### src/core/timer_clock_pkg.sv
/*
 * Shared constants and types for the timer clock source block:
 * APB register map, field layouts, reset values, dividers, count modes.
 * Assumes a 32-bit APB with 12-bit byte addresses.
 */
package timer_clock_pkg;

    // ------------------------------------------------------------------
    // register map (byte addresses)
    // ------------------------------------------------------------------
    localparam int          ADDR_W            = 12;
    localparam logic [7:0]  CLOCK_CTRL_INDEX  = 8'h8E;
    localparam logic [11:0] ADDR_CLOCK_CTRL   = {2'b00, CLOCK_CTRL_INDEX, 2'b00};
    localparam logic [11:0] ADDR_TIMER_CTRL   = 12'h000;
    localparam logic [11:0] ADDR_COUNT0       = 12'h004;
    localparam logic [11:0] COUNT_STRIDE      = 12'h004;
    localparam logic [11:0] ADDR_RELOAD_THIRD = 12'h014;
    localparam logic [11:0] ADDR_RELOAD_FOURTH = 12'h018;
    localparam logic [11:0] ADDR_IRQ_STATUS   = 12'h01C;
    localparam logic [11:0] ADDR_IRQ_CLEAR    = 12'h020;
    localparam logic [11:0] ADDR_IRQ_ENABLE   = 12'h024;

    // ------------------------------------------------------------------
    // widths and reset values
    // ------------------------------------------------------------------
    localparam int          NUM_TIMERS        = 4;
    localparam int          COUNT_W           = 16;
    localparam int          BYTE_W            = 8;
    localparam int          IRQ_W             = 2 * NUM_TIMERS;
    localparam int          TIMER_CTRL_W      = 14;
    localparam logic [7:0]  CLOCK_CTRL_RESET  = 8'h00;
    localparam logic [13:0] TIMER_CTRL_RESET  = 14'h0000;
    localparam logic [15:0] RELOAD_RESET      = 16'h0000;
    localparam logic [7:0]  IRQ_RESET         = 8'h00;
    localparam logic [7:0]  BYTE_FULL         = 8'hFF;
    localparam logic [4:0]  LOW13_FULL        = 5'h1F;

    // ------------------------------------------------------------------
    // clock dividers and prescale codes
    // ------------------------------------------------------------------
    localparam int          DIV_SYS_4         = 4;
    localparam int          DIV_SYS_12        = 12;
    localparam int          DIV_SYS_48        = 48;
    localparam int          DIV_EXT           = 8;
    localparam int          DIV_CNT_W         = 6;
    localparam int          EXT_CNT_W         = 3;
    localparam logic [1:0]  PRESCALE_DIV12    = 2'b00;
    localparam logic [1:0]  PRESCALE_DIV4     = 2'b01;
    localparam logic [1:0]  PRESCALE_DIV48    = 2'b10;
    localparam logic [1:0]  PRESCALE_EXT8     = 2'b11;

    // classic timer mode field codes
    localparam logic [1:0]  CLASSIC_13        = 2'b00;
    localparam logic [1:0]  CLASSIC_16        = 2'b01;
    localparam logic [1:0]  CLASSIC_RELOAD8   = 2'b10;
    localparam logic [1:0]  CLASSIC_SPLIT     = 2'b11;

    typedef enum logic [2:0] {
        MODE_13           = 3'h0,
        MODE_16           = 3'h1,
        MODE_RELOAD8      = 3'h2,
        MODE_SPLIT        = 3'h3,
        MODE_RELOAD16     = 3'h4,
        MODE_SPLIT_RELOAD = 3'h5,
        MODE_HALT         = 3'h6
    } count_mode_t;

    typedef struct packed {
        logic       fourth_timer_high_clock_sel;
        logic       fourth_timer_low_clock_sel;
        logic       third_timer_high_clock_sel;
        logic       third_timer_low_clock_sel;
        logic       second_timer_clock_sel;
        logic       first_timer_clock_sel;
        logic [1:0] prescale_field;
    } clock_ctrl_t;

    typedef struct packed {
        logic       fourth_timer_ext_clock_sel;
        logic       third_timer_ext_clock_sel;
        logic       fourth_split;
        logic       third_split;
        logic       fourth_run;
        logic       third_run;
        logic       second_run;
        logic       first_run;
        logic       second_counter_mode_bit;
        logic       first_counter_mode_bit;
        logic [1:0] second_mode;
        logic [1:0] first_mode;
    } timer_ctrl_t;

endpackage

### src/core/pin_edge_detect.sv
/*
 * Two-flop synchroniser and edge detector for one asynchronous pin.
 * Assumes the pin holds each level for at least two clock periods.
 */
`timescale 1ns/1ps
`default_nettype none

module pin_edge_detect (
    input  wire logic clk,
    input  wire logic rst,
    input  wire logic pin,
    output logic      fall,
    output logic      rise
);
    logic sync_first;
    logic sync_second;
    logic prev;

    always_ff @(posedge clk or posedge rst) begin
        if (rst) begin
            sync_first  <= 1'b0;
            sync_second <= 1'b0;
            prev        <= 1'b0;
        end else begin
            sync_first  <= pin;
            sync_second <= sync_first;
            prev        <= sync_second;
        end
    end

    assign fall = prev & ~sync_second;
    assign rise = ~prev & sync_second;
endmodule // pin_edge_detect

`default_nettype wire

### src/core/timer_unit.sv
/*
 * One 16-bit counter/timer with 13-bit, 16-bit, reload and split modes.
 * Assumes tick inputs are one-cycle enables on the system clock.
 */
`timescale 1ns/1ps
`default_nettype none

module timer_unit (
    input  wire logic                      clk,
    input  wire logic                      rst,
    input  wire timer_clock_pkg::count_mode_t mode,
    input  wire logic                      run_lo,
    input  wire logic                      run_hi,
    input  wire logic                      tick_lo,
    input  wire logic                      tick_hi,
    input  wire logic                      load,
    input  wire logic [15:0]               load_value,
    input  wire logic [15:0]               reload_value,
    output logic      [15:0]               count,
    output logic                           ovf_lo,
    output logic                           ovf_hi
);
    import timer_clock_pkg::*;

    logic [7:0] lo;
    logic [7:0] hi;
    logic [7:0] next_lo;
    logic [7:0] next_hi;
    logic       next_ovf_lo;
    logic       next_ovf_hi;

    wire step_lo  = run_lo & tick_lo;
    wire step_hi  = run_hi & tick_hi;
    wire lo_full  = (lo == BYTE_FULL);
    wire hi_full  = (hi == BYTE_FULL);
    wire lo5_full = (lo[4:0] == LOW13_FULL);
    wire reload_b = (mode == MODE_SPLIT_RELOAD);

    assign count = {hi, lo};

    always_comb begin
        next_lo     = lo;
        next_hi     = hi;
        next_ovf_lo = 1'b0;
        next_ovf_hi = 1'b0;
        case (mode)
            MODE_13: begin
                if (step_lo) begin
                    next_lo = {lo[7:5], lo[4:0] + 5'h01};
                    if (lo5_full) begin
                        next_hi     = hi + 8'h01;
                        next_ovf_lo = hi_full;
                    end
                end
            end
            MODE_16, MODE_RELOAD16: begin
                if (step_lo) begin
                    {next_hi, next_lo} = count + 16'h0001;
                    next_ovf_lo        = lo_full & hi_full;
                    if (lo_full && hi_full && mode == MODE_RELOAD16) begin
                        {next_hi, next_lo} = reload_value;
                    end
                end
            end
            MODE_RELOAD8: begin
                if (step_lo) begin
                    next_lo     = lo_full ? hi : lo + 8'h01;
                    next_ovf_lo = lo_full;
                end
            end
            MODE_SPLIT, MODE_SPLIT_RELOAD: begin
                if (step_lo) begin
                    next_lo     = !lo_full ? lo + 8'h01 : (reload_b ? reload_value[7:0] : '0);
                    next_ovf_lo = lo_full;
                end
                if (step_hi) begin
                    next_hi     = !hi_full ? hi + 8'h01 : (reload_b ? reload_value[15:8] : '0);
                    next_ovf_hi = hi_full;
                end
            end
            default: begin
                next_lo = lo;
            end
        endcase
        if (load) begin
            {next_hi, next_lo} = load_value;
        end
    end

    always_ff @(posedge clk or posedge rst) begin
        if (rst) begin
            lo     <= '0;
            hi     <= '0;
            ovf_lo <= 1'b0;
            ovf_hi <= 1'b0;
        end else begin
            lo     <= next_lo;
            hi     <= next_hi;
            ovf_lo <= next_ovf_lo;
            ovf_hi <= next_ovf_hi;
        end
    end
endmodule // timer_unit

`default_nettype wire

### src/core/timer_clock_source_select.sv
/*
 * Clock source selection and counting front end for four 16-bit timers,
 * with an APB register slave and one level interrupt.
 * Assumes a single 200 MHz system clock and asynchronous count pins.
 */
// The APB slave port was left to the implementer.
`timescale 1ns/1ps
`default_nettype none

module timer_clock_source_select (
    input  wire logic        clk,
    input  wire logic        rst,
    input  wire logic        psel,
    input  wire logic        penable,
    input  wire logic        pwrite,
    input  wire logic [11:0] paddr,
    input  wire logic [31:0] pwdata,
    output logic      [31:0] prdata,
    output logic             pready,
    output logic             pslverr,
    input  wire logic        first_count_input_pin,
    input  wire logic        second_count_input_pin,
    input  wire logic        ext_osc_clk,
    output logic             irq
);
    import timer_clock_pkg::*;

    // ------------------------------------------------------------------
    // registers
    // ------------------------------------------------------------------
    clock_ctrl_t        clock_ctrl;
    timer_ctrl_t        timer_ctrl;
    logic [15:0]        reload_third;
    logic [15:0]        reload_fourth;
    logic [IRQ_W-1:0]   irq_enable;
    logic [IRQ_W-1:0]   irq_status;
    logic [IRQ_W-1:0]   next_irq_status;
    logic [IRQ_W-1:0]   events;

    // ------------------------------------------------------------------
    // apb decode
    // ------------------------------------------------------------------
    wire setup       = psel & ~penable;
    wire write_fire  = psel & penable & pready & pwrite;
    wire sel_clock   = (paddr == ADDR_CLOCK_CTRL);
    wire sel_tctrl   = (paddr == ADDR_TIMER_CTRL);
    wire sel_rl3     = (paddr == ADDR_RELOAD_THIRD);
    wire sel_rl4     = (paddr == ADDR_RELOAD_FOURTH);
    wire sel_status  = (paddr == ADDR_IRQ_STATUS);
    wire sel_clear   = (paddr == ADDR_IRQ_CLEAR);
    wire sel_enable  = (paddr == ADDR_IRQ_ENABLE);

    logic [NUM_TIMERS-1:0] sel_count;
    logic [15:0]           unit_count [NUM_TIMERS];

    wire any_count   = |sel_count;
    wire addr_hit    = sel_clock | sel_tctrl | sel_rl3 | sel_rl4 | sel_status
                     | sel_clear | sel_enable | any_count;

    wire [15:0] count_read = sel_count[0] ? unit_count[0] :
                             sel_count[1] ? unit_count[1] :
                             sel_count[2] ? unit_count[2] : unit_count[3];

    wire [31:0] read_data =
        sel_clock  ? {24'h000000, clock_ctrl} :
        sel_tctrl  ? {18'h00000, timer_ctrl} :
        sel_rl3    ? {16'h0000, reload_third} :
        sel_rl4    ? {16'h0000, reload_fourth} :
        sel_status ? {24'h000000, irq_status} :
        sel_enable ? {24'h000000, irq_enable} :
        any_count  ? {16'h0000, count_read} : 32'h00000000;

    always_ff @(posedge clk or posedge rst) begin
        if (rst) begin
            pready  <= 1'b0;
            pslverr <= 1'b0;
            prdata  <= 32'h00000000;
        end else begin
            pready  <= setup;
            pslverr <= setup & ~addr_hit;
            prdata  <= (setup & ~pwrite) ? read_data : 32'h00000000;
        end
    end

    // ------------------------------------------------------------------
    // register writes
    // ------------------------------------------------------------------
    always_ff @(posedge clk or posedge rst) begin
        if (rst) begin
            clock_ctrl    <= clock_ctrl_t'(CLOCK_CTRL_RESET);
            timer_ctrl    <= timer_ctrl_t'(TIMER_CTRL_RESET);
            reload_third  <= RELOAD_RESET;
            reload_fourth <= RELOAD_RESET;
            irq_enable    <= IRQ_RESET;
        end else if (write_fire) begin
            if (sel_clock) begin
                clock_ctrl <= clock_ctrl_t'(pwdata[BYTE_W-1:0]);
            end
            if (sel_tctrl) begin
                timer_ctrl <= timer_ctrl_t'(pwdata[TIMER_CTRL_W-1:0]);
            end
            if (sel_rl3) begin
                reload_third <= pwdata[COUNT_W-1:0];
            end
            if (sel_rl4) begin
                reload_fourth <= pwdata[COUNT_W-1:0];
            end
            if (sel_enable) begin
                irq_enable <= pwdata[IRQ_W-1:0];
            end
        end
    end

    // ------------------------------------------------------------------
    // interrupts: new events win over a clear in the same cycle
    // ------------------------------------------------------------------
    wire [IRQ_W-1:0] clear_bits = (write_fire & sel_clear) ? pwdata[IRQ_W-1:0] : IRQ_RESET;

    assign next_irq_status = (irq_status & ~clear_bits) | events;

    always_ff @(posedge clk or posedge rst) begin
        if (rst) begin
            irq_status <= IRQ_RESET;
            irq        <= 1'b0;
        end else begin
            irq_status <= next_irq_status;
            irq        <= |(next_irq_status & irq_enable);
        end
    end

    // ------------------------------------------------------------------
    // system clock dividers: index 0 is /4, 1 is /12, 2 is /48
    // ------------------------------------------------------------------
    localparam int DIVS [3] = '{DIV_SYS_4, DIV_SYS_12, DIV_SYS_48};
    logic [2:0] sys_div_tick;

    for (genvar d = 0; d < 3; d++) begin : g_div
        logic [DIV_CNT_W-1:0] div_cnt;
        wire div_end = (div_cnt == DIV_CNT_W'(DIVS[d] - 1));
        always_ff @(posedge clk or posedge rst) begin
            if (rst) begin
                div_cnt <= '0;
            end else begin
                div_cnt <= div_end ? '0 : div_cnt + 1'b1;
            end
        end
        assign sys_div_tick[d] = div_end;
    end

    // ------------------------------------------------------------------
    // pins: synchronised edge pulses
    // ------------------------------------------------------------------
    logic first_pin_fall;
    logic second_pin_fall;
    logic ext_rise;
    logic [EXT_CNT_W-1:0] ext_cnt;

    pin_edge_detect u_first_pin (
        .clk  (clk),
        .rst  (rst),
        .pin  (first_count_input_pin),
        .fall (first_pin_fall),
        .rise ()
    );

    pin_edge_detect u_second_pin (
        .clk  (clk),
        .rst  (rst),
        .pin  (second_count_input_pin),
        .fall (second_pin_fall),
        .rise ()
    );

    pin_edge_detect u_ext_osc (
        .clk  (clk),
        .rst  (rst),
        .pin  (ext_osc_clk),
        .fall (),
        .rise (ext_rise)
    );

    // external clock divided by eight, on the system clock
    wire ext_tick = ext_rise & (ext_cnt == EXT_CNT_W'(DIV_EXT - 1));

    always_ff @(posedge clk or posedge rst) begin
        if (rst) begin
            ext_cnt <= '0;
        end else if (ext_rise) begin
            ext_cnt <= ext_cnt + 1'b1;
        end
    end

    // ------------------------------------------------------------------
    // clock source selection
    // ------------------------------------------------------------------
    wire prescaled_tick =
        (clock_ctrl.prescale_field == PRESCALE_DIV12) ? sys_div_tick[1] :
        (clock_ctrl.prescale_field == PRESCALE_DIV4)  ? sys_div_tick[0] :
        (clock_ctrl.prescale_field == PRESCALE_DIV48) ? sys_div_tick[2] : ext_tick;

    // classic timers: system clock or prescaled clock
    wire first_timer_tick  = clock_ctrl.first_timer_clock_sel  ? 1'b1 : prescaled_tick;
    wire second_timer_tick = clock_ctrl.second_timer_clock_sel ? 1'b1 : prescaled_tick;

    // counter mode overrides the clock select
    wire first_tick  = timer_ctrl.first_counter_mode_bit  ? first_pin_fall  : first_timer_tick;
    wire second_tick = timer_ctrl.second_counter_mode_bit ? second_pin_fall : second_timer_tick;

    // reload timers: external select chooses system/12 or external/8
    wire third_base  = timer_ctrl.third_timer_ext_clock_sel  ? ext_tick : sys_div_tick[1];
    wire fourth_base = timer_ctrl.fourth_timer_ext_clock_sel ? ext_tick : sys_div_tick[1];

    wire third_lo_tick  = clock_ctrl.third_timer_low_clock_sel   ? 1'b1 : third_base;
    wire third_hi_tick  = clock_ctrl.third_timer_high_clock_sel  ? 1'b1 : third_base;
    wire fourth_lo_tick = clock_ctrl.fourth_timer_low_clock_sel  ? 1'b1 : fourth_base;
    wire fourth_hi_tick = clock_ctrl.fourth_timer_high_clock_sel ? 1'b1 : fourth_base;

    // ------------------------------------------------------------------
    // mode mapping
    // ------------------------------------------------------------------
    function automatic count_mode_t classic_mode(input logic [1:0] code, input logic split_ok);
        count_mode_t m;
        m = MODE_HALT;
        case (code)
            CLASSIC_13:      m = MODE_13;
            CLASSIC_16:      m = MODE_16;
            CLASSIC_RELOAD8: m = MODE_RELOAD8;
            CLASSIC_SPLIT:   m = split_ok ? MODE_SPLIT : MODE_HALT;
            default:         m = MODE_HALT;
        endcase
        return m;
    endfunction

    wire first_split = (timer_ctrl.first_mode == CLASSIC_SPLIT);

    count_mode_t           unit_mode   [NUM_TIMERS];
    logic [15:0]           unit_reload [NUM_TIMERS];
    logic [NUM_TIMERS-1:0] run_lo;
    logic [NUM_TIMERS-1:0] run_hi;
    logic [NUM_TIMERS-1:0] tick_lo;
    logic [NUM_TIMERS-1:0] tick_hi;
    logic [NUM_TIMERS-1:0] ovf_lo;
    logic [NUM_TIMERS-1:0] ovf_hi;

    assign unit_mode[0] = classic_mode(timer_ctrl.first_mode, 1'b1);
    assign unit_mode[1] = classic_mode(timer_ctrl.second_mode, 1'b0);
    assign unit_mode[2] = timer_ctrl.third_split  ? MODE_SPLIT_RELOAD : MODE_RELOAD16;
    assign unit_mode[3] = timer_ctrl.fourth_split ? MODE_SPLIT_RELOAD : MODE_RELOAD16;

    assign unit_reload[0] = RELOAD_RESET;
    assign unit_reload[1] = RELOAD_RESET;
    assign unit_reload[2] = reload_third;
    assign unit_reload[3] = reload_fourth;

    // in split mode the first timer's high byte runs from the second run bit
    assign run_lo  = {timer_ctrl.fourth_run, timer_ctrl.third_run,
                      timer_ctrl.second_run, timer_ctrl.first_run};
    assign run_hi  = {timer_ctrl.fourth_run, timer_ctrl.third_run,
                      timer_ctrl.second_run, first_split & timer_ctrl.second_run};
    assign tick_lo = {fourth_lo_tick, third_lo_tick, second_tick, first_tick};
    assign tick_hi = {fourth_hi_tick, third_hi_tick, second_timer_tick, first_timer_tick};

    // ------------------------------------------------------------------
    // timers
    // ------------------------------------------------------------------
    for (genvar t = 0; t < NUM_TIMERS; t++) begin : g_timer
        assign sel_count[t] = (paddr == ADDR_COUNT0 + ADDR_W'(t) * COUNT_STRIDE);

        timer_unit u_timer (
            .clk          (clk),
            .rst          (rst),
            .mode         (unit_mode[t]),
            .run_lo       (run_lo[t]),
            .run_hi       (run_hi[t]),
            .tick_lo      (tick_lo[t]),
            .tick_hi      (tick_hi[t]),
            .load         (write_fire & sel_count[t]),
            .load_value   (pwdata[COUNT_W-1:0]),
            .reload_value (unit_reload[t]),
            .count        (unit_count[t]),
            .ovf_lo       (ovf_lo[t]),
            .ovf_hi       (ovf_hi[t])
        );

        assign events[2*t]   = ovf_lo[t];
        assign events[2*t+1] = ovf_hi[t];
    end

endmodule // timer_clock_source_select

`default_nettype wire

### config.mk
export PLATFORM = sky130hd
export DESIGN_NAME = timer_clock_source_select
export DESIGN_NICKNAME = d
export VERILOG_FILES = /design/src/core/timer_clock_pkg.sv /design/src/core/pin_edge_detect.sv /design/src/core/timer_unit.sv /design/src/core/timer_clock_source_select.sv
export SDC_FILE = /design/constraint.sdc
export NUM_CORES = 1
export LEC_CHECK = 0
export BUFFER_PORTS_ARGS = -buffer_cell sky130_fd_sc_hd__buf_2
export CAP_MARGIN = 20
export CORE_ASPECT_RATIO = 0.75
export CORE_UTILIZATION = 50
export DETAILED_ROUTE_END_ITERATION = 10
export HOLD_SLACK_MARGIN = 0.05
export PLACE_DENSITY = 0.68
export SYNTH_ARGS = -nofsm -noshare
export SYNTH_HDL_FRONTEND = slang
export SYNTH_SLANG_ARGS = --single-unit
export TNS_END_PERCENT = 100
### constraint.sdc
create_clock -name clk -period 7.96 [get_ports clk]
set_input_delay 0.796 -clock clk [delete_from_list [all_inputs] [get_ports clk]]
set_output_delay 0.796 -clock clk [all_outputs]
set_load 0.1 [all_outputs]
==> results of run 1 <==
[cell families (layout without fill, tap and decap cells)]
family	after synthesis	in the layout	synth area share, %
and+or+nand+nor	443	443	19.3
AOI/OAI and AO/OA	337	337	20.2
DFF	191	191	41.9
buffers and inverters	120	126	4.65
muxes	96	96	9.14
adders and majority gates	27	27	2.96
xor gates and xnor gates	24	24	1.84
other	1	17	0.0328
[report_power, final]
part,leakage [uW],internal (uW),total (uW),switching [uW]
clock,0.000278,470,880,409
combinational,0.00284,28.9,131,102
sequential,0.00238,984,998,14.2
total,0.00550,1480,2010,526
[critical path, stage by stage]
cell and delay [ns]:
buf_2 0.20, or4b_1 0.63, nor3_1 0.40, and2_1 0.71, nand2_1 0.74, mux2_2 0.51
[area by class of cell]
| cell class | count | area, um2 |
|---|---|---|
| fill | 2003 | 9840 |
| multi-input combinational | 943 | 6170 |
| sequential | 191 | 4780 |
| clock buffer | 19 | 433 |
| tap | 294 | 368 |
| timing repair buffer | 66 | 364 |
| clock inverter | 13 | 154 |
| inverter | 28 | 113 |
| antenna | 1 | 2.50 |
[per-layer routing]
metal	share of wire [%]	vias to the layer above	wire [um]	global-route usage (%)
li1	-	4594	-	-
met4	2.5	0	891	10.5
met2	40	590	14400	42.8
met5	0	-	0	0
met3	12	74	4160	9.51
met1	46	4960	16300	47.3
[Yosys cell counts (5+ instances only)]
library cell / instances / area [um2]
dfrtp_1: 191 / 4780
nand2_1: 160 / 601
nor2_1: 83 / 312
o21ai_0: 83 / 415
mux2_2: 66 / 743
clkbuf_1: 61 / 229
a21oi_1: 46 / 230
nand3_1: 35 / 175
nor3_1: 32 / 160
mux2i_1: 30 / 300
inv_1: 28 / 105
and3_1: 27 / 169
ha_1: 27 / 338
a22oi_1: 24 / 180
o22ai_1: 24 / 150
a31oi_1: 20 / 125
buf_4: 18 / 135
a222oi_1: 17 / 170
and2_1: 16 / 100
nand4_1: 16 / 100
xnor2_1: 14 / 123
a221oi_1: 13 / 114
o31ai_1: 13 / 97.6
and4_1: 12 / 105
a221o_1: 11 / 110
buf_2: 10 / 50.1
xor2_1: 10 / 87.6
a21o_1: 9 / 67.6
o211ai_1: 9 / 67.6
o21a_1: 9 / 67.6
a211oi_1: 7 / 52.6
nor2b_1: 7 / 43.8
or2_2: 7 / 43.8
or3_1: 7 / 43.8
o21ai_1: 6 / 30.0
nand2b_1: 5 / 31.3
nand4b_1: 5 / 43.8
nor3b_1: 5 / 37.5
[per-stage QoR]
| step | std cells | util, % | worst slack, ns | cell area, um2 |
|---|---|---|---|---|
| finish | 1555 | 55.7 | 4.28 | 12400 |
| global route | 1555 | 55.7 | 4.10 | 12400 |
| CTS | 1553 | 55.7 | 4.43 | 12400 |
| detailed placement | 1521 | 53.0 | 3.96 | 11800 |
| global placement | 1521 | 53.0 | 3.95 | 11800 |
| floorplan | 1254 | - | 1.97 | 11500 |
[how the worst min path moves through the flow]
stage | end | slack [ns] | cells after the start
after floorplan | u_ext_osc.sync_second$_DFF_PP0_ | 0.33 | 0
after global placement | u_second_pin.sync_second$_DFF_PP0_ | 0.34 | 0
after detailed placement | u_first_pin.sync_second$_DFF_PP0_ | 0.33 | 0
after CTS | u_first_pin.sync_second$_DFF_PP0_ | 0.35 | 0
after global routing | u_first_pin.sync_second$_DFF_PP0_ | 0.37 | 0
final | u_first_pin.sync_second$_DFF_PP0_ | 0.35 | 0
[registers in the layout, indices dropped and copies added, names as in the netlist, 8 cells and up]
register / count
clock_ctrl: 8
g_div.div_cnt: 18
g_timer.u_timer.hi: 32
g_timer.u_timer.lo: 32
irq_enable: 8
irq_status: 8
prdata: 16
reload_fourth: 16
reload_third: 16
timer_ctrl: 10
[cells in the final DEF (no fill, tap or decap), types with 6 or more instances in the layout]
cell,Yosys,final
buf_2,10,54
dfrtp_1,191,191
and3_1,27,27
xnor2_1,14,14
a21o_1,9,9
o31ai_1,13,13
mux2i_1,30,30
a221oi_1,13,13
nor2b_1,7,7
conb_1,1,16
o21ai_1,6,6
a211oi_1,7,7
a31oi_1,20,20
and2_1,16,16
o211ai_1,9,9
a22oi_1,24,24
nand3_1,35,35
o21a_1,9,9
nor2_1,83,82
nand4_1,16,16
inv_1,28,27
and4_1,12,12
ha_1,27,27
a222oi_1,17,17
buf_4,18,11
o21ai_0,83,83
mux2_2,66,66
or3_1,7,7
a21oi_1,46,46
clkbuf_16,0,17
nand2_1,160,160
xor2_1,10,10
or2_2,7,7
o22ai_1,24,24
a221o_1,11,11
nor3_1,32,31
==> summary.txt, run 1 <==
Synthesis
  • Seq cells post-synth: approximately 190
  • Async set-reset flop share out of synthesis: between 90% and 100%
  • Synthesized area: 0.0114 mm2
  • Sequential share of the synthesized area: between 40% and 50%
  • Cell variety after synth: 77
  • Mapped Cells: 1239
  • Syn Area/Cell: roughly 9.2 um2
  • Post-synth EDFFs: 0
  • Synth Flop Type: dfrtp_1
  • Synth warn: 0

Timing
  • RSZ-0062 raised after global routing: false
  • Minimum clock period: 3.68 ns
  • F_max: approximately 270 MHz
  • Final Max Slew Viols: 0
  • Clock Skews: between 0.01 and 0.015 ns
  • Final hold vios: 0
  • Slew headroom: 25.4%
  • Final setup fails: 0
  • Hold WS: between 0.3 and 0.4 ns
  • Fin crit share: between 40% and 50%
  • Setup TNS: 0 ns
  • Worst Max-Slew Pin Slew: between 1 and 1.5 ns

Drt
  • DR vias/cell: 6.57
  • Post-Route WL: between 30000 and 40000 um
  • Post-route ant nets: 0
  • Initial drt markers: about 1200
  • DRT Pass-1 Iters: 6
  • WL/cell: ~23 um
  • Vias: roughly 10000
  • Residual DRC count: 0

Clock tree
  • Worst-Skew Late Latency: approximately 0.45 ns
  • CTS Buffer Depth: 2
  • Root buf cell: clkbuf_16
  • Resized Gates After CTS: 0
  • CTS H-Tree Depth: 4
  • TritonCTS clock tree: yes
  • Clk sinks: approximately 190
  • CTS buffer count: 17
  • Cts hold-fix bufs: 0
  • Clock transition at path regs: ~0.070 ns
  • Post-CTS setup repair buffer count: 0

Global routing
  • Number of global-route vias before repair: ~9400
  • Initial antenna violation count: 1
  • Gr ovfl total: 0
  • Pin count of the biggest net entering global routing: ~120
  • GRT Util Overall: 31.6%
  • Global-route wire length before repair: 55600 um

Pwr
  • Leakage: 0.00550 uW
  • Final Power: 2010 uW
  • Maximum vdd drop: about 160 uV
  • Pwr per Cell Area: about 160 mW/mm2

Worst setup path
  • R2R Path Start: timer_ctrl[2]$_DFFE_PP0P_
  • Crit. End Element: register
  • WP data arrival: ~4.0 ns
  • Worst Reg-to-Reg Cells: 9
  • CP startpoint kind: primary input
  • Setup CP Type: primary input to register
  • Setup crit end: reload_fourth[15]$_DFFE_PP0P_
  • Worst R2R End: g_timer[1].u_timer.lo[3]$_DFFE_PP0P_
  • Crit path launch: paddr[4]
  • Required time of the critical path: approximately 8.3 ns
  • R2r setup slk: 4.61 ns
  • Worst-path maximum fanout: 17

Layout
  • Nets: about 1300
  • Share of cells above drive strength 1: between 10% and 20%
  • Area Growth Syn to Fin: 8.47%

Placement
  • Routability Congestion: approximately 0.97
  • Hpwl dp: between 20000 and 30000 um
  • Port bufs: 54

Floorplan
  • Initial Utilization: 51.4%
  • Die ar.: approximately 0.023 mm2
  • Die Ht: 133 um
  • Core ar.: around 0.022 mm2
  • Die X: roughly 180 um
  • Boundary Pins: between 80 and 90
  • Row cnt: between 40 and 50

Hold path
  • HP Start: u_first_pin.sync_first$_DFF_PP0_
  • Worst hold path type: register to register

Status
  • Status: finished, final reports clean

Job
  • Max-cap violations: 0
Power figures use the tool's default switching activity.
==> inputs of run 2 (changes only) <==
--- a/config.mk
+++ b/config.mk
@@ -11,7 +11,7 @@
 export CORE_UTILIZATION = 50
 export DETAILED_ROUTE_END_ITERATION = 10
 export HOLD_SLACK_MARGIN = 0.05
-export PLACE_DENSITY = 0.68
+export PLACE_DENSITY = 0.71
 export SYNTH_ARGS = -nofsm -noshare
 export SYNTH_HDL_FRONTEND = slang
 export SYNTH_SLANG_ARGS = --single-unit
==> constraint.sdc (replaced) <==
create_clock -name clk -period 3.15 [get_ports clk]
set_input_delay 0.315 -clock clk [delete_from_list [all_inputs] [get_ports clk]]
set_output_delay 0.315 -clock clk [all_outputs]
set_load 0.1 [all_outputs]
==> run 2 against run 1 <==
  * Worst hold slack worse by 0.29 ns
  * Critical endpoint is now g_timer[0].u_timer.hi[7]$_DFFE_PP0P_
  * Sequential cell count stayed put
  * Die area stayed put
  * Routed wire length is 2.5% higher
  * Count of clock-buffer cells in the layout is 1 lower
  * Setup slack worse by 4.1 ns
  * Critical path depth is 2 higher
  * Core utilization is 1.4 points higher
  * Combinational power grew to 2.7 times the previous value
  * Largest power group unchanged
  * Critical path type is now register to register
  * Clock power is 140% higher
==> summary.txt, run 2 (synthesis gave the netlist of run 1 again) <==
Global routing
  • GRT Util Overall: 31.8% (+0.25 points)
  • Global-route wire length before repair: 56100 um (+0.83%)
  • Pin count of the biggest net entering global routing: 49 (-58%)
  • Initial antenna violation count: 1 (unchanged)
  • Gr ovfl total: 0 (unchanged)
  • Number of global-route vias before repair: 9396 (+0.18%)

Pwr
  • Pint: 3640 uW (+150%)
  • Switching Share: 27.4% (+1.2 points)
  • Switch Pwr: 1380 uW (+160%)
  • Maximum vdd drop: 392 uV (+150%)
  • Sequential Power Share: 50.2% (+0.5 points)
  • Pwr per Cell Area: 395 mW/mm2 (+140%)
  • Leakage: 0.00569 uW (+3.4%)
  • Clock Power Share: 42.8% (-1.0 points)
  • Part of the power in combinational logic: 7.0% (+0.5 points)

Clock tree
  • Clock transition at path regs: 0.08 ns (about the same)
  • Post-CTS setup repair buffer count: 0 (unchanged)
  • CTS H-Tree Depth: 4 (unchanged)
  • CTS buffer count: 17 (unchanged)
  • CTS Buffer Depth: 2 (unchanged)
  • Clk sinks: 191 (unchanged)
  • Worst-Skew Late Latency: 0.45 ns (about the same)
  • Root buf cell: clkbuf_16
  • TritonCTS clock tree: yes

Timing
  • Final Max Slew Viols: 0 (unchanged)
  • Final hold vios: 0 (unchanged)
  • Slew headroom: 36.7% (+11 points)
  • Worst Max-Slew Pin Slew: 0.948 ns (-0.163 ns)
  • Final setup fails: 0 (unchanged)
  • Minimum clock period: between 2 and 3 ns
  • Fin crit share: roughly 93%
  • Setup TNS: 0 ns (unchanged)
  • F_max: 340 MHz
  • RSZ-0062 raised after global routing: false
  • Clock Skews: 0.0146 ns (+0.00401 ns)

Floorplan
  • Core ar.: 0.0222 mm2 (unchanged)
  • Die ar.: 0.0234 mm2 (unchanged)
  • Row cnt: 47 (unchanged)
  • Die X: 176 um (unchanged)
  • Initial Utilization: 51.4% (unchanged)
  • Die Ht: 133 um (unchanged)
  • Boundary Pins: 87 (unchanged)

Worst setup path
  • Crit. End Element: register
  • Critical path's slowest cell: or4b_2
  • Worst-path maximum fanout: 9 (-8)
  • CP startpoint kind: register
  • WP data arrival: 3.29 ns (-0.72 ns)
  • Slowest cell delay on critical path: 0.62 ns (-0.12 ns)
  • R2r setup slk: 0.21 ns (-4.40 ns)
  • R2R Path Start: g_div[0].div_cnt[0]$_DFF_PP0_
  • Setup CP Type: register to register
  • Cells along the critical path: ha_1 > or4b_2 > nor4b_1 > or4_1 > a31o_2 > and3_1 > a31oi_1 > o31ai_1
  • Required time of the critical path: 3.49 ns (-4.80 ns)
  • Worst R2R End: g_timer[0].u_timer.hi[7]$_DFFE_PP0P_
  • Worst Reg-to-Reg Cells: 8 (-1)

Drt
  • Vias: 10500 (+3.2%)
  • Post-route ant nets: 0 (unchanged)
  • WL/cell: 23.1 um (+0.33%)
  • Residual DRC count: 0 (unchanged)
  • Post-Route WL: 36600 um (+2.5%)
  • DRT Pass-1 Iters: 8 (+2)
  • DR vias/cell: 6.64 (+1.1%)
  • Initial drt markers: 1412 (+13%)

Job
  • Max-cap violations: 0 (unchanged)

Layout
  • Share of cells above drive strength 1: 16.8% (+2.0 points)
  • Biggest regs: g_timer.u_timer.hi x32, g_timer.u_timer.lo x32, g_div.div_cnt x18
  • Nets: 1359 (+2.5%)
  • Area Growth Syn to Fin: 11.2%
  • Most frequent cells in the layout: dfrtp_1 (191), nand2_1 (160), nor2_1 (83), o21ai_0 (83), mux2_2 (66)
  • FILL cells: 1994 (-0.45%)
  • Design Area, Final: 0.0127 mm2 (+2.5%)
  • Finished Layout Cells: 1588 (+2.1%)
  • Most common cell after layout, fill and taps aside: dfrtp_1

Placement
  • Hpwl dp: 26700 um (+3.5%)
  • Area after DPL: 0.0121 mm2 (+2.5%)
  • Routability Congestion: 1.04 (+8.0%)
  • Port bufs: 54 (unchanged)
  • Placed insts: 1552 (+2.0%)

Status
  • Status: finished, final reports clean

Hold path
  • Worst hold path type: primary input to async pin
==> run 2: changes by cell type in the layout (fill, tap and decap cells not counted), moves of 2 or more <==
| cell | before | now |
|---|---|---|
| buf_12 | 0 | 5 |
| buf_4 | 11 | 37 |
| dlygate4sd3_1 | 0 | 3 |
| clkinv_8 | 0 | 2 |
| bufinv_16 | 2 | 0 |
| clkbuf_1 | 2 | 0 |
==> run 2: area by class of cell <==
type / count / area [um2] / share of cell area, %
Multi-Input combinational cell: 943 / 6180 / 48.7
Inverter: 28 / 109 / 0.858
Clock inverter: 14 / 140 / 1.10
Clock buffer: 18 / 439 / 3.46
Sequential cell: 191 / 4780 / 37.7
Tap cell: 294 / 368 / 2.90
Antenna cell: 1 / 2.50 / 0.0197
Timing Repair Buffer: 99 / 678 / 5.34
==> run 2: worst max path at each step <==
stage | startpoint | end | slack, ns | cells after the start
after floorplan | rst | clock_ctrl[0]$_DFFE_PP0P_ | 0.37 | 1
after global placement | g_div[0].div_cnt[0]$_DFF_PP0_ | g_timer[0].u_timer.hi[3]$_DFFE_PP0P_ | 0.31 | 8
after detailed placement | g_div[2].div_cnt[0]$_DFF_PP0_ | g_timer[1].u_timer.hi[3]$_DFFE_PP0P_ | 0.25 | 8
after CTS | g_div[0].div_cnt[0]$_DFF_PP0_ | g_timer[0].u_timer.hi[7]$_DFFE_PP0P_ | 0.23 | 8
after global routing | g_div[0].div_cnt[0]$_DFF_PP0_ | g_timer[0].u_timer.hi[7]$_DFFE_PP0P_ | 0.03 | 8
final | g_div[0].div_cnt[0]$_DFF_PP0_ | g_timer[0].u_timer.hi[7]$_DFFE_PP0P_ | 0.21 | 8
==> run 2: stage by stage <==
| stage | utilization, % | power (uW) | hold slack (ns) | worst slack (ns) |
|---|---|---|---|---|
| final | 57.1 | 5020 | 0.0647 | 0.205 |
| after CTS | 57.1 | 5050 | 0.0864 | 0.226 |
| after detailed placement | 54.3 | 2910 | 0.342 | 0.248 |
| after global placement | 54.3 | 2900 | 0.340 | 0.311 |
| after floorplan | - | 2800 | 0.331 | 0.373 |
| after global routing | 57.1 | 5180 | 0.106 | 0.0295 |
==> run 2: layer usage <==
layer / global-route usage [%] / routed length, um
met2: 43.3 / 15000
met3: 6.55 / 3990
met4: 8.19 / 687
met5: 0 / 0
met1: 50.4 / 16900
==> run 2: timing repair <==
item,CTS,global route
endpoints found under the setup margin,0,1
hold buffers,3,0
hold endpoints to repair,3,0
gates resized for setup,0,1
==> run 2: critical path, delay by kind of cell (launching register included) <==
kind,cells,cell delay (ns)
AND/OR/NAND/NOR,4,1.63
flip-flops,1,0.39
AO/OA/AOI/OAI,3,0.58
adder cells (fa/ha/maj),1,0.22
==> run 2: power groups by stage <==
stage	Clock (uW)	Combinational [uW]	Sequential, uW
after floorplan	0	236	2570
after global placement	0	339	2570
after detailed placement	0	346	2570
after CTS	2180	349	2520
after global routing	2270	381	2530
final	2150	351	2520
